<file path="config.mk">
export PLATFORM = sky130hd
export DESIGN_NAME = dac_ctrl_device_flat
export DESIGN_NICKNAME = d
export VERILOG_FILES = /design/src/logic/dac_ctrl_pkg.sv /design/src/logic/dac_ctrl_if.sv /design/src/logic/dac_ctrl_device.sv /design/src/flat_wrapper.sv
export SDC_FILE = /design/constraint.sdc
export NUM_CORES = 1
export LEC_CHECK = 0
export BUFFER_PORTS_ARGS = -buffer_cell sky130_fd_sc_hd__clkbuf_2
export CORE_ASPECT_RATIO = 0.5
export CORE_MARGIN = 5
export CORE_UTILIZATION = 50
export DETAILED_ROUTE_END_ITERATION = 8
export GPL_ROUTABILITY_DRIVEN = 0
export MAX_ROUTING_LAYER = met4
export PLACE_DENSITY = 0.76
export RECOVER_POWER = 100
export SETUP_SLACK_MARGIN = 0.5
export SLEW_MARGIN = 20
export SYNTH_ARGS = -nofsm -noshare
export SYNTH_HDL_FRONTEND = slang
export SYNTH_SLANG_ARGS = --single-unit
</file>
<file path="constraint.sdc">
create_clock -name sys_clk -period 7.9 [get_ports sys_clk]
set_input_delay 1.58 -clock sys_clk [delete_from_list [all_inputs] [get_ports sys_clk]]
set_output_delay 1.58 -clock sys_clk [all_outputs]
set_load 0.02 [all_outputs]
</file>
<file path="src/logic/dac_ctrl_pkg.sv">
package dac_ctrl_pkg;

    // ************************************************************
    // Register map
    // ************************************************************
    localparam logic [4:0] ADDR_SYSTEM_CONTROL = 5'h00;
    localparam logic [4:0] ADDR_FILTER_MUTE_CONTROL = 5'h01;
    localparam logic [4:0] ADDR_ZERO_FLAG_POLARITY = 5'h02;
    localparam logic [4:0] ADDR_LEFT_ATTENUATION = 5'h03;
    localparam logic [4:0] ADDR_RIGHT_ATTENUATION = 5'h04;
    localparam int NUM_REGS = 5;

    localparam logic [7:0] RST_SYSTEM_CONTROL = 8'h8B;
    localparam logic [7:0] RST_FILTER_MUTE_CONTROL = 8'h02;
    localparam logic [7:0] RST_ZERO_FLAG_POLARITY = 8'h00;
    localparam logic [7:0] RST_ATTENUATION = 8'hFF;

    // ************************************************************
    // Field positions
    // ************************************************************
    localparam int BIT_TIMING_RESET = 0;
    localparam int BIT_POWER_ENABLE = 1;
    localparam int BIT_SOFT_QUIET = 0;
    localparam int BIT_SPEED_LO = 3;
    localparam int BIT_SPEED_HI = 4;
    localparam int BIT_SILENCE_JOINT = 6;
    localparam int BIT_SILENCE_ENABLE = 7;
    localparam int BIT_SILENCE_INVERT = 2;

    // ************************************************************
    // Frame format
    // ************************************************************
    localparam int FRAME_BITS = 16;
    localparam logic [1:0] CHIP_ADDR = 2'h1;
    localparam logic RW_WRITE = 1'b1;

    // ************************************************************
    // Timing
    // ************************************************************
    localparam int SYS_CLK_MHZ = 200;
    localparam int STEP_FRAMES_NORMAL = 4;
    localparam int STEP_FRAMES_DOUBLE = 8;
    localparam int STEP_FRAMES_QUAD = 16;
    localparam int SILENCE_FRAMES = 8192;
    localparam int RESET_ENTER_FRAMES = 3;
    localparam int RESET_LEAVE_FRAMES = 2;
    localparam int MCLK_TIMEOUT_NS = 1000;
    localparam int MCLK_TIMEOUT_CYCLES = MCLK_TIMEOUT_NS * SYS_CLK_MHZ / 1000;
    localparam int CTRL_CLK_MAX_KHZ = 5000;
    localparam int CTRL_HALF_CYCLES = (SYS_CLK_MHZ * 1000 + 2 * CTRL_CLK_MAX_KHZ - 1) / (2 * CTRL_CLK_MAX_KHZ);

endpackage

</file>
<file path="src/logic/dac_ctrl_if.sv">
`timescale 1ns/1ps
interface dac_ctrl_if;
    logic ctrl_select_n;
    logic ctrl_serial_clock;
    logic ctrl_serial_in;
    logic power_down_pin_n;

    modport device (
        input ctrl_select_n,
        input ctrl_serial_clock,
        input ctrl_serial_in,
        input power_down_pin_n
    );

    modport host (
        output ctrl_select_n,
        output ctrl_serial_clock,
        output ctrl_serial_in,
        output power_down_pin_n
    );
endinterface

</file>
<file path="src/logic/dac_ctrl_device.sv">
// Operation
// - Soft quiet set ramps level down to mute.
// - Soft quiet cleared ramps back to programmed level.
// - Early release reverses ramp at same rate.
// - Step time 4, 8 or 16 frames.
// - Silence flag after 8192 zero frames.
// - Host pulses power-down low after power-up.
// - Stay powered down until clocks present.
// - Power-down pin low floats outputs, flags low.
// - Clocks may stop in power-down or reset.
// - Timing reset bit low: mid-rail, flags high.
// - Internal reset enters 3, leaves 2 frames; the code switches on the 4th and 3rd frame edge.
// - Frame: addr 01, write 1, 5+8 bits.
// - Sample data on control clock rising edge.
// - Commit frame on select rising edge.
// - Host control clock at most 5MHz.
// - Write-only port, no chip address select.
// - Ignore writes in power-down or no master clock.
// - Power-down pin restores register defaults.
// - Host never writes addresses 05H to 1FH.
// - Writes accepted while power or timing bit low.
// - Register 00H bit 0 is timing reset.
// - Host resets after clock or speed change.
// - Power enable bit low powers converter down.
`timescale 1ns/1ps
module dac_ctrl_device
    import dac_ctrl_pkg::*;
(
    input wire logic sys_clk,
    input wire logic nrst,
    dac_ctrl_if.device ctrl,
    input wire logic master_clock,
    input wire logic frame_clock,
    input wire logic left_zero_data,
    input wire logic right_zero_data,
    output logic [1:0] left_right_silence_flags,
    output logic [7:0] left_volume_level,
    output logic [7:0] right_volume_level,
    output logic outputs_float,
    output logic outputs_mid_rail,
    output logic converter_active,
    output logic [1:0] speed_sel,
    output logic [7:0] system_control,
    output logic [7:0] filter_mute_control,
    output logic [7:0] zero_flag_polarity
);
    import dac_ctrl_pkg::*;

    typedef enum logic [1:0] {
        ST_DOWN = 2'b00,
        ST_WAIT_FRAME = 2'b01,
        ST_RUN = 2'b10
    } run_state_e;

    // ************************************************************
    // Input synchronisers
    // ************************************************************
    logic [5:0] sync1_reg;
    logic [5:0] sync2_reg;
    logic [5:0] sync3_reg;
    always_ff @(posedge sys_clk) begin
        sync1_reg <= {ctrl.ctrl_select_n, ctrl.ctrl_serial_clock, ctrl.ctrl_serial_in,
                      ctrl.power_down_pin_n, master_clock, frame_clock};
        sync2_reg <= sync1_reg;
        sync3_reg <= sync2_reg;
    end
    wire sel_n_s = sync2_reg[5];
    wire sclk_s = sync2_reg[4];
    wire sdin_s = sync2_reg[3];
    wire pdn_s = sync2_reg[2];
    wire mclk_s = sync2_reg[1];
    wire frame_s = sync2_reg[0];
    wire sclk_rise = sclk_s & ~sync3_reg[4];
    wire sel_rise = sel_n_s & ~sync3_reg[5];
    wire frame_rise = frame_s & ~sync3_reg[0];
    wire mclk_edge = mclk_s ^ sync3_reg[1];
    wire dev_rst = ~nrst | ~pdn_s;

    // ************************************************************
    // Master clock presence
    // ************************************************************
    logic [7:0] mclk_timer_reg;
    always_ff @(posedge sys_clk) begin
        if (dev_rst) begin
            mclk_timer_reg <= 8'(MCLK_TIMEOUT_CYCLES);
        end else if (mclk_edge) begin
            mclk_timer_reg <= 8'h00;
        end else if (mclk_timer_reg != 8'(MCLK_TIMEOUT_CYCLES)) begin
            mclk_timer_reg <= mclk_timer_reg + 8'h01;
        end
    end
    wire mclk_present = (mclk_timer_reg != 8'(MCLK_TIMEOUT_CYCLES));

    // ************************************************************
    // Serial control port
    // ************************************************************
    logic [15:0] shift_reg;
    logic [4:0] count_reg;
    logic [7:0] regs_reg [NUM_REGS];
    logic [7:0] reset_vals [NUM_REGS];
    assign reset_vals[0] = RST_SYSTEM_CONTROL;
    assign reset_vals[1] = RST_FILTER_MUTE_CONTROL;
    assign reset_vals[2] = RST_ZERO_FLAG_POLARITY;
    assign reset_vals[3] = RST_ATTENUATION;
    assign reset_vals[4] = RST_ATTENUATION;

    wire frame_full = (count_reg == 5'(FRAME_BITS));
    wire addr_ok = (shift_reg[15:14] == CHIP_ADDR) & (shift_reg[13] == RW_WRITE);
    wire write_ok = sel_rise & frame_full & addr_ok & mclk_present;

    always_ff @(posedge sys_clk) begin
        if (dev_rst | sel_n_s) begin
            count_reg <= 5'h00;
        end else if (sclk_rise & ~frame_full) begin
            shift_reg <= {shift_reg[14:0], sdin_s};
            count_reg <= count_reg + 5'h01;
        end
    end

    // Writes never gated by control bits.
    generate
        for (genvar i = 0; i < NUM_REGS; i++) begin : g_reg
            always_ff @(posedge sys_clk) begin
                if (dev_rst) begin
                    regs_reg[i] <= reset_vals[i];
                end else if (write_ok & (shift_reg[12:8] == 5'(i))) begin
                    regs_reg[i] <= shift_reg[7:0];
                end
            end
        end
    endgenerate

    assign system_control = regs_reg[0];
    assign filter_mute_control = regs_reg[1];
    assign zero_flag_polarity = regs_reg[2];
    wire timing_reset_bit_n = regs_reg[0][BIT_TIMING_RESET];
    wire power_enable_bit = regs_reg[0][BIT_POWER_ENABLE];
    wire soft_quiet_enable = regs_reg[1][BIT_SOFT_QUIET];
    assign speed_sel = regs_reg[1][BIT_SPEED_HI:BIT_SPEED_LO];
    wire silence_detect_enable = regs_reg[1][BIT_SILENCE_ENABLE];
    wire silence_detect_joint = regs_reg[1][BIT_SILENCE_JOINT];
    wire silence_flag_invert = regs_reg[2][BIT_SILENCE_INVERT];

    // ************************************************************
    // Run state and internal timing reset
    // ************************************************************
    run_state_e state_reg;
    run_state_e state_next;
    logic int_reset_n_reg;
    logic [1:0] rst_cnt_reg;
    // Wait for clocks, start on frame edge.
    // Missing clocks hold ST_DOWN, and drop ST_WAIT_FRAME or ST_RUN back to ST_DOWN.
    always_comb begin
        case (state_reg)
            ST_DOWN: state_next = mclk_present ? ST_WAIT_FRAME : ST_DOWN;
            ST_WAIT_FRAME: state_next = !mclk_present ? ST_DOWN : (frame_rise ? ST_RUN : ST_WAIT_FRAME);
            ST_RUN: state_next = mclk_present ? ST_RUN : ST_DOWN;
            default: state_next = ST_DOWN;
        endcase
    end
    wire running = (state_reg == ST_RUN);
    wire rst_pending = (timing_reset_bit_n != int_reset_n_reg);
    wire [1:0] rst_target = timing_reset_bit_n ? 2'(RESET_LEAVE_FRAMES) : 2'(RESET_ENTER_FRAMES);

    always_ff @(posedge sys_clk) begin
        if (dev_rst) begin
            state_reg <= ST_DOWN;
            int_reset_n_reg <= 1'b1;
            rst_cnt_reg <= 2'h0;
        end else begin
            state_reg <= state_next;
            if (!rst_pending) begin
                rst_cnt_reg <= 2'h0;
            end else if (frame_rise | ~running) begin
                if (rst_cnt_reg == rst_target || !running) begin
                    int_reset_n_reg <= timing_reset_bit_n;
                    rst_cnt_reg <= 2'h0;
                end else begin
                    rst_cnt_reg <= rst_cnt_reg + 2'h1;
                end
            end
        end
    end
    wire timing_live = running & int_reset_n_reg;
    assign converter_active = timing_live & power_enable_bit;
    assign outputs_float = ~pdn_s;
    assign outputs_mid_rail = pdn_s & ~int_reset_n_reg;

    // ************************************************************
    // Per-channel volume ramp and silence counters
    // ************************************************************
    logic [4:0] step_frames;
    assign step_frames = (speed_sel == 2'h2) ? 5'(STEP_FRAMES_QUAD) :
                         (speed_sel == 2'h1) ? 5'(STEP_FRAMES_DOUBLE) : 5'(STEP_FRAMES_NORMAL);
    logic [4:0] step_cnt_reg;
    wire step_tick = timing_live & frame_rise & (step_cnt_reg == step_frames - 5'h01);
    always_ff @(posedge sys_clk) begin
        if (dev_rst | ~timing_live) begin
            step_cnt_reg <= 5'h00;
        end else if (frame_rise) begin
            step_cnt_reg <= step_tick ? 5'h00 : step_cnt_reg + 5'h01;
        end
    end

    logic [7:0] level_reg [2];
    logic [13:0] zero_cnt_reg [2];
    logic [1:0] zero_hit;
    wire [1:0] zero_in = {right_zero_data, left_zero_data};
    generate
        for (genvar c = 0; c < 2; c++) begin : g_ch
            wire [7:0] volume_code = regs_reg[3 + c];
            // Target is mute or programmed level.
            wire [7:0] target = soft_quiet_enable ? 8'h00 : volume_code;
            always_ff @(posedge sys_clk) begin
                if (dev_rst) begin
                    level_reg[c] <= RST_ATTENUATION;
                end else if (step_tick & (level_reg[c] > target)) begin
                    level_reg[c] <= level_reg[c] - 8'h01;
                end else if (step_tick & (level_reg[c] < target)) begin
                    level_reg[c] <= level_reg[c] + 8'h01;
                end
            end
            always_ff @(posedge sys_clk) begin
                if (dev_rst | ~timing_live | ~zero_in[c]) begin
                    zero_cnt_reg[c] <= 14'h0000;
                end else if (frame_rise & ~zero_hit[c]) begin
                    zero_cnt_reg[c] <= zero_cnt_reg[c] + 14'h0001;
                end
            end
            assign zero_hit[c] = zero_in[c] & (zero_cnt_reg[c] == 14'(SILENCE_FRAMES));
        end
    endgenerate
    assign left_volume_level = level_reg[0];
    assign right_volume_level = level_reg[1];

    wire [1:0] detect = silence_detect_joint ? {2{&zero_hit}} : zero_hit;
    logic [1:0] flags_next;
    // Flag forcing by power and reset state.
    always_comb begin
        if (!pdn_s) begin
            flags_next = 2'h0;
        end else if (!int_reset_n_reg) begin
            flags_next = 2'h3;
        end else if (!silence_detect_enable) begin
            flags_next = 2'h0;
        end else begin
            flags_next = detect ^ {2{silence_flag_invert}};
        end
    end
    always_ff @(posedge sys_clk) begin
        if (!nrst) begin
            left_right_silence_flags <= 2'h0;
        end else begin
            left_right_silence_flags <= flags_next;
        end
    end
endmodule

</file>
<file path="src/flat_wrapper.sv">
// flat-port wrapper written by rule: the top's interface ports become plain ports
module dac_ctrl_device_flat import dac_ctrl_pkg::*;
  (sys_clk, nrst, master_clock, frame_clock, left_zero_data, right_zero_data, left_right_silence_flags, left_volume_level, right_volume_level, outputs_float, outputs_mid_rail, converter_active, speed_sel, system_control, filter_mute_control, zero_flag_polarity, ctrl_ctrl_select_n, ctrl_ctrl_serial_clock, ctrl_ctrl_serial_in, ctrl_power_down_pin_n);
  dac_ctrl_if ctrl_i ();
  input wire logic sys_clk;
  input wire logic nrst;
  input wire logic master_clock;
  input wire logic frame_clock;
  input wire logic left_zero_data;
  input wire logic right_zero_data;
  output logic [1:0] left_right_silence_flags;
  output logic [7:0] left_volume_level;
  output logic [7:0] right_volume_level;
  output logic outputs_float;
  output logic outputs_mid_rail;
  output logic converter_active;
  output logic [1:0] speed_sel;
  output logic [7:0] system_control;
  output logic [7:0] filter_mute_control;
  output logic [7:0] zero_flag_polarity;
  input wire logic [$bits(ctrl_i.ctrl_select_n)-1:0] ctrl_ctrl_select_n;
  input wire logic [$bits(ctrl_i.ctrl_serial_clock)-1:0] ctrl_ctrl_serial_clock;
  input wire logic [$bits(ctrl_i.ctrl_serial_in)-1:0] ctrl_ctrl_serial_in;
  input wire logic [$bits(ctrl_i.power_down_pin_n)-1:0] ctrl_power_down_pin_n;
  assign ctrl_i.ctrl_select_n = ctrl_ctrl_select_n;
  assign ctrl_i.ctrl_serial_clock = ctrl_ctrl_serial_clock;
  assign ctrl_i.ctrl_serial_in = ctrl_ctrl_serial_in;
  assign ctrl_i.power_down_pin_n = ctrl_power_down_pin_n;
  dac_ctrl_device u_core (.sys_clk(sys_clk), .nrst(nrst), .ctrl(ctrl_i), .master_clock(master_clock), .frame_clock(frame_clock), .left_zero_data(left_zero_data), .right_zero_data(right_zero_data), .left_right_silence_flags(left_right_silence_flags), .left_volume_level(left_volume_level), .right_volume_level(right_volume_level), .outputs_float(outputs_float), .outputs_mid_rail(outputs_mid_rail), .converter_active(converter_active), .speed_sel(speed_sel), .system_control(system_control), .filter_mute_control(filter_mute_control), .zero_flag_polarity(zero_flag_polarity));
endmodule
</file>
==> results.py <==
metrics = {
    "run_status": {
        "status": "finished, violations left",
        "violations": "capacitance limit, slew limit",
    },
    "yosys": {
        "yosys.area_share.simple_pct": 21.73,
        "ys_ff_latch": 141,
        "ys_types": 59,
        "async_flop_share_pct": 0,
        "yosys.area_share.xor_xnor_pct": 6.269,
        "synth-edff-count": 100,
        "synth_compound_area_share_pct": 6.196,
        "synth_top_family_by_area": "simple AND/OR/NAND/NOR gates",
        "muxShareOfSynthArea_pct": 0.7860,
        "synth_area_um2": 6845,
        "ys.flop_type": "edfxtp_1",
        "synth.avg_cell_area_um2": 11.43,
        "synth.net_count": 645,
        "yosysWarnings": 0,
        "post_synth_fa_ha_maj_area_fraction_pct": 6.690,
        "netlist_instances": 599,
        "seq_area_frac_synth_pct": 55.86,
    },
    "timing": {
        "rsz0062_at_grt": "false",
        "fin_crit_ns": 4.819,
        "fin_crit_sh_pct": 61.00,
        "fin_tns_setup_ns": 0,
        "finClkSkew_ns": 0.009190,
        "finalSetupViolCount": 0,
        "tightest_slew_ns": 2.132,
        "max_freq_mhz": 207.5,
        "hold_viol_final": 0,
        "relSlewSlack_pct": -42.41,
        "slew_viol_final": 17,
    },
    "global_route": {
        "grt_max_degree": 18,
        "grt_first_pass_wirelength_mm": 21.46,
        "grt-ovfl-total": 0,
        "antenna_found_initial": 0,
        "first_global_vias": 4443,
        "grtUsageTotal_pct": 16.83,
    },
    "setup_path": {
        "r2r_start": "u_core.sync2_reg[0]",
        "r2r_cells": 11,
        "slowest_stage": "or3_2",
        "worst_r2r_endpoint": "u_core.level_reg[1][7]",
        "start_kind": "input pin",
        "crit_arrival_ns": 4.98,
        "cpPeakStageDelay_ns": 0.67,
        "end_kind": "flip-flop",
        "crit_family": "simple AND/OR/NAND/NOR gates",
        "cp.required_ns": 8.06,
        "crit_buf_inv": 1,
        "crit_fanout": 11,
        "reg2reg_slack_ns": 3.86,
        "worstSetupPathType": "in2reg",
        "path_cells": "clkbuf_2 -> nand2_1 -> nor2_1 -> nand4_1 -> or3_2 -> ha_1 -> a21oi_1 -> nor2b_1 -> o31a_1 -> o41ai_1 -> o21a_1 -> o21ai_0",
    },
    "power_and_ir_drop": {
        "power_density_nw_per_um2": 212.2,
        "peakVddDrop_mv": 0.1469,
        "power_w": 0.001637,
        "p_leak_nw": 2.729,
    },
    "cells_and_area": {
        "postLayoutCoreUtil_pct": 57.22,
        "n_antenna_cell": 0,
        "final_common_cell": "edfxtp_1",
        "largest_register_ffs": 40,
        "fin_nets": 705,
        "drive_above_1_share_pct": 7.440,
        "area_growth_syn_to_layout_pct": 12.65,
        "layout.cells.non_filler": 848,
        "layout_common_cells": "100 x edfxtp_1, 53 x nor2_1, 48 x clkbuf_1",
    },
    "die": {
        "coreArea_um2": 13480,
        "rows": 30,
        "design.portCount": 57,
        "dieArea_um2": 16270,
        "fp.dieH_um": 92.74,
        "die_x_um": 175.5,
        "start_util_pct": 50.80,
    },
    "routing": {
        "drc_errors": 0,
        "drt-pass1-iter-count": 4,
        "drt_iter0_drc": 320,
        "detail_route.wl_per_cell_um": 15.34,
        "wl_mm": 13.01,
        "vias": 4545,
        "via_per_inst": 5.360,
        "antenna_left": 0,
    },
    "clock_network": {
        "tritoncts": "yes",
        "path_clk_slew_ns": 0.07,
        "root_buffer": "clkbuf_16",
        "worst_skew_pair.late_latency_ns": 0.42,
        "post_cts_buffers": 0,
        "cts_inserted_buffers": 17,
        "cts_resized": 0,
        "htreeDepth": 4,
        "ctsHoldBuffers": 0,
        "clockBufferDepth": 2,
        "numClockSinks": 141,
    },
    "placed_design": {
        "dpl.hpwl_mm": 8.999,
        "dp_cells": 816,
        "io_buffers": 56,
    },
    "min_path": {
        "min_path_type": "reg2reg",
        "holdPathStages": 0,
        "hold_end": "u_core.sync2_reg[4]",
        "min_from": "u_core.sync1_reg[4]",
    },
    "flow_run": {
        "max_cap_viol_count": 1,
    },
}
## per-layer routing
metal | track usage (%) | part of all wire (%) | up-vias
met2 | 28.26 | 51 | 82
met4 | 5.707 | 1.2 | 0
met1 | 20.34 | 45 | 2174
li1 | - | - | 2276
met3 | 3.874 | 3.1 | 13
met5 | - | 0 | -
## area by class of cell
type | count | area [µm²]
clock inverters | 15 | 146.4
flip-flops and latches | 141 | 3824
repair buffers | 56 | 220.2
fillers | 1100 | 5764
multi-input cells | 422 | 2796
clock buffers | 17 | 425.4
well taps | 176 | 220.2
inverters | 21 | 78.83
## synth_stat cells (6+ instances only)
cell / n / share of area (%)
a21oi_1: 19 / 1.4
and2_1: 20 / 1.8
and3_1: 16 / 1.5
buf_4: 9 / 0.99
dfxtp_1: 41 / 12
edfxtp_1: 100 / 44
ha_1: 35 / 6.4
inv_1: 21 / 1.2
nand2_1: 36 / 2.0
nand2b_1: 33 / 3.0
nand3_1: 27 / 2.0
nand4_1: 13 / 1.2
nor2_1: 51 / 2.8
nor2b_1: 6 / 0.55
nor3_1: 16 / 1.2
o21a_1: 6 / 0.66
o21ai_0: 13 / 0.95
o21ai_1: 8 / 0.58
or2_1: 9 / 0.82
xnor2_1: 21 / 2.7
xor2_1: 28 / 3.6
## worst max path at each step
stage	from	to	slack, ns	cells after the start
after floorplan	nrst	u_core.level_reg[1][7]	3.83	11
after global placement	nrst	u_core.level_reg[1][7]	3.22	12
after detailed placement	nrst	u_core.level_reg[1][7]	3.02	12
after CTS	nrst	u_core.level_reg[1][7]	3.45	12
after global routing	nrst	u_core.level_reg[1][7]	2.80	12
final	nrst	u_core.level_reg[1][7]	3.08	12
## kinds of logic (layout without fill, tap and decap cells)
family	count (synthesis)	in the layout
buffers and inverters	36	109
adder cells (fa/ha/maj)	36	36
flip-flops	141	141
AO/OA/AOI/OAI	68	68
XOR/XNOR	49	49
multiplexers	5	5
AND/OR/NAND/NOR	264	264
## power by group
part	total, W	switching, W	leakage (nW)	internal, W
Combinational	0.0000639	0.0000423	1.14	0.0000216
Sequential	0.000806	0.00000760	1.31	0.000798
Clock	0.000767	0.000348	0.278	0.000419
Total	0.00164	0.000397	2.73	0.00124
## per-stage QoR
| stage | setup WS [ns] | instance area (µm²) | hold WS [ns] |
|---|---|---|---|
| final | 3.081 | 7711 | 0.3271 |
| after floorplan | 3.834 | 6845 | 0.3096 |
| after detailed placement | 3.017 | 7261 | 0.3121 |
| after global placement | 3.218 | 7261 | 0.3110 |
| after global routing | 2.796 | 7711 | 0.3325 |
| after CTS | 3.453 | 7833 | 0.3277 |
(Power assumes the default switching activity.)
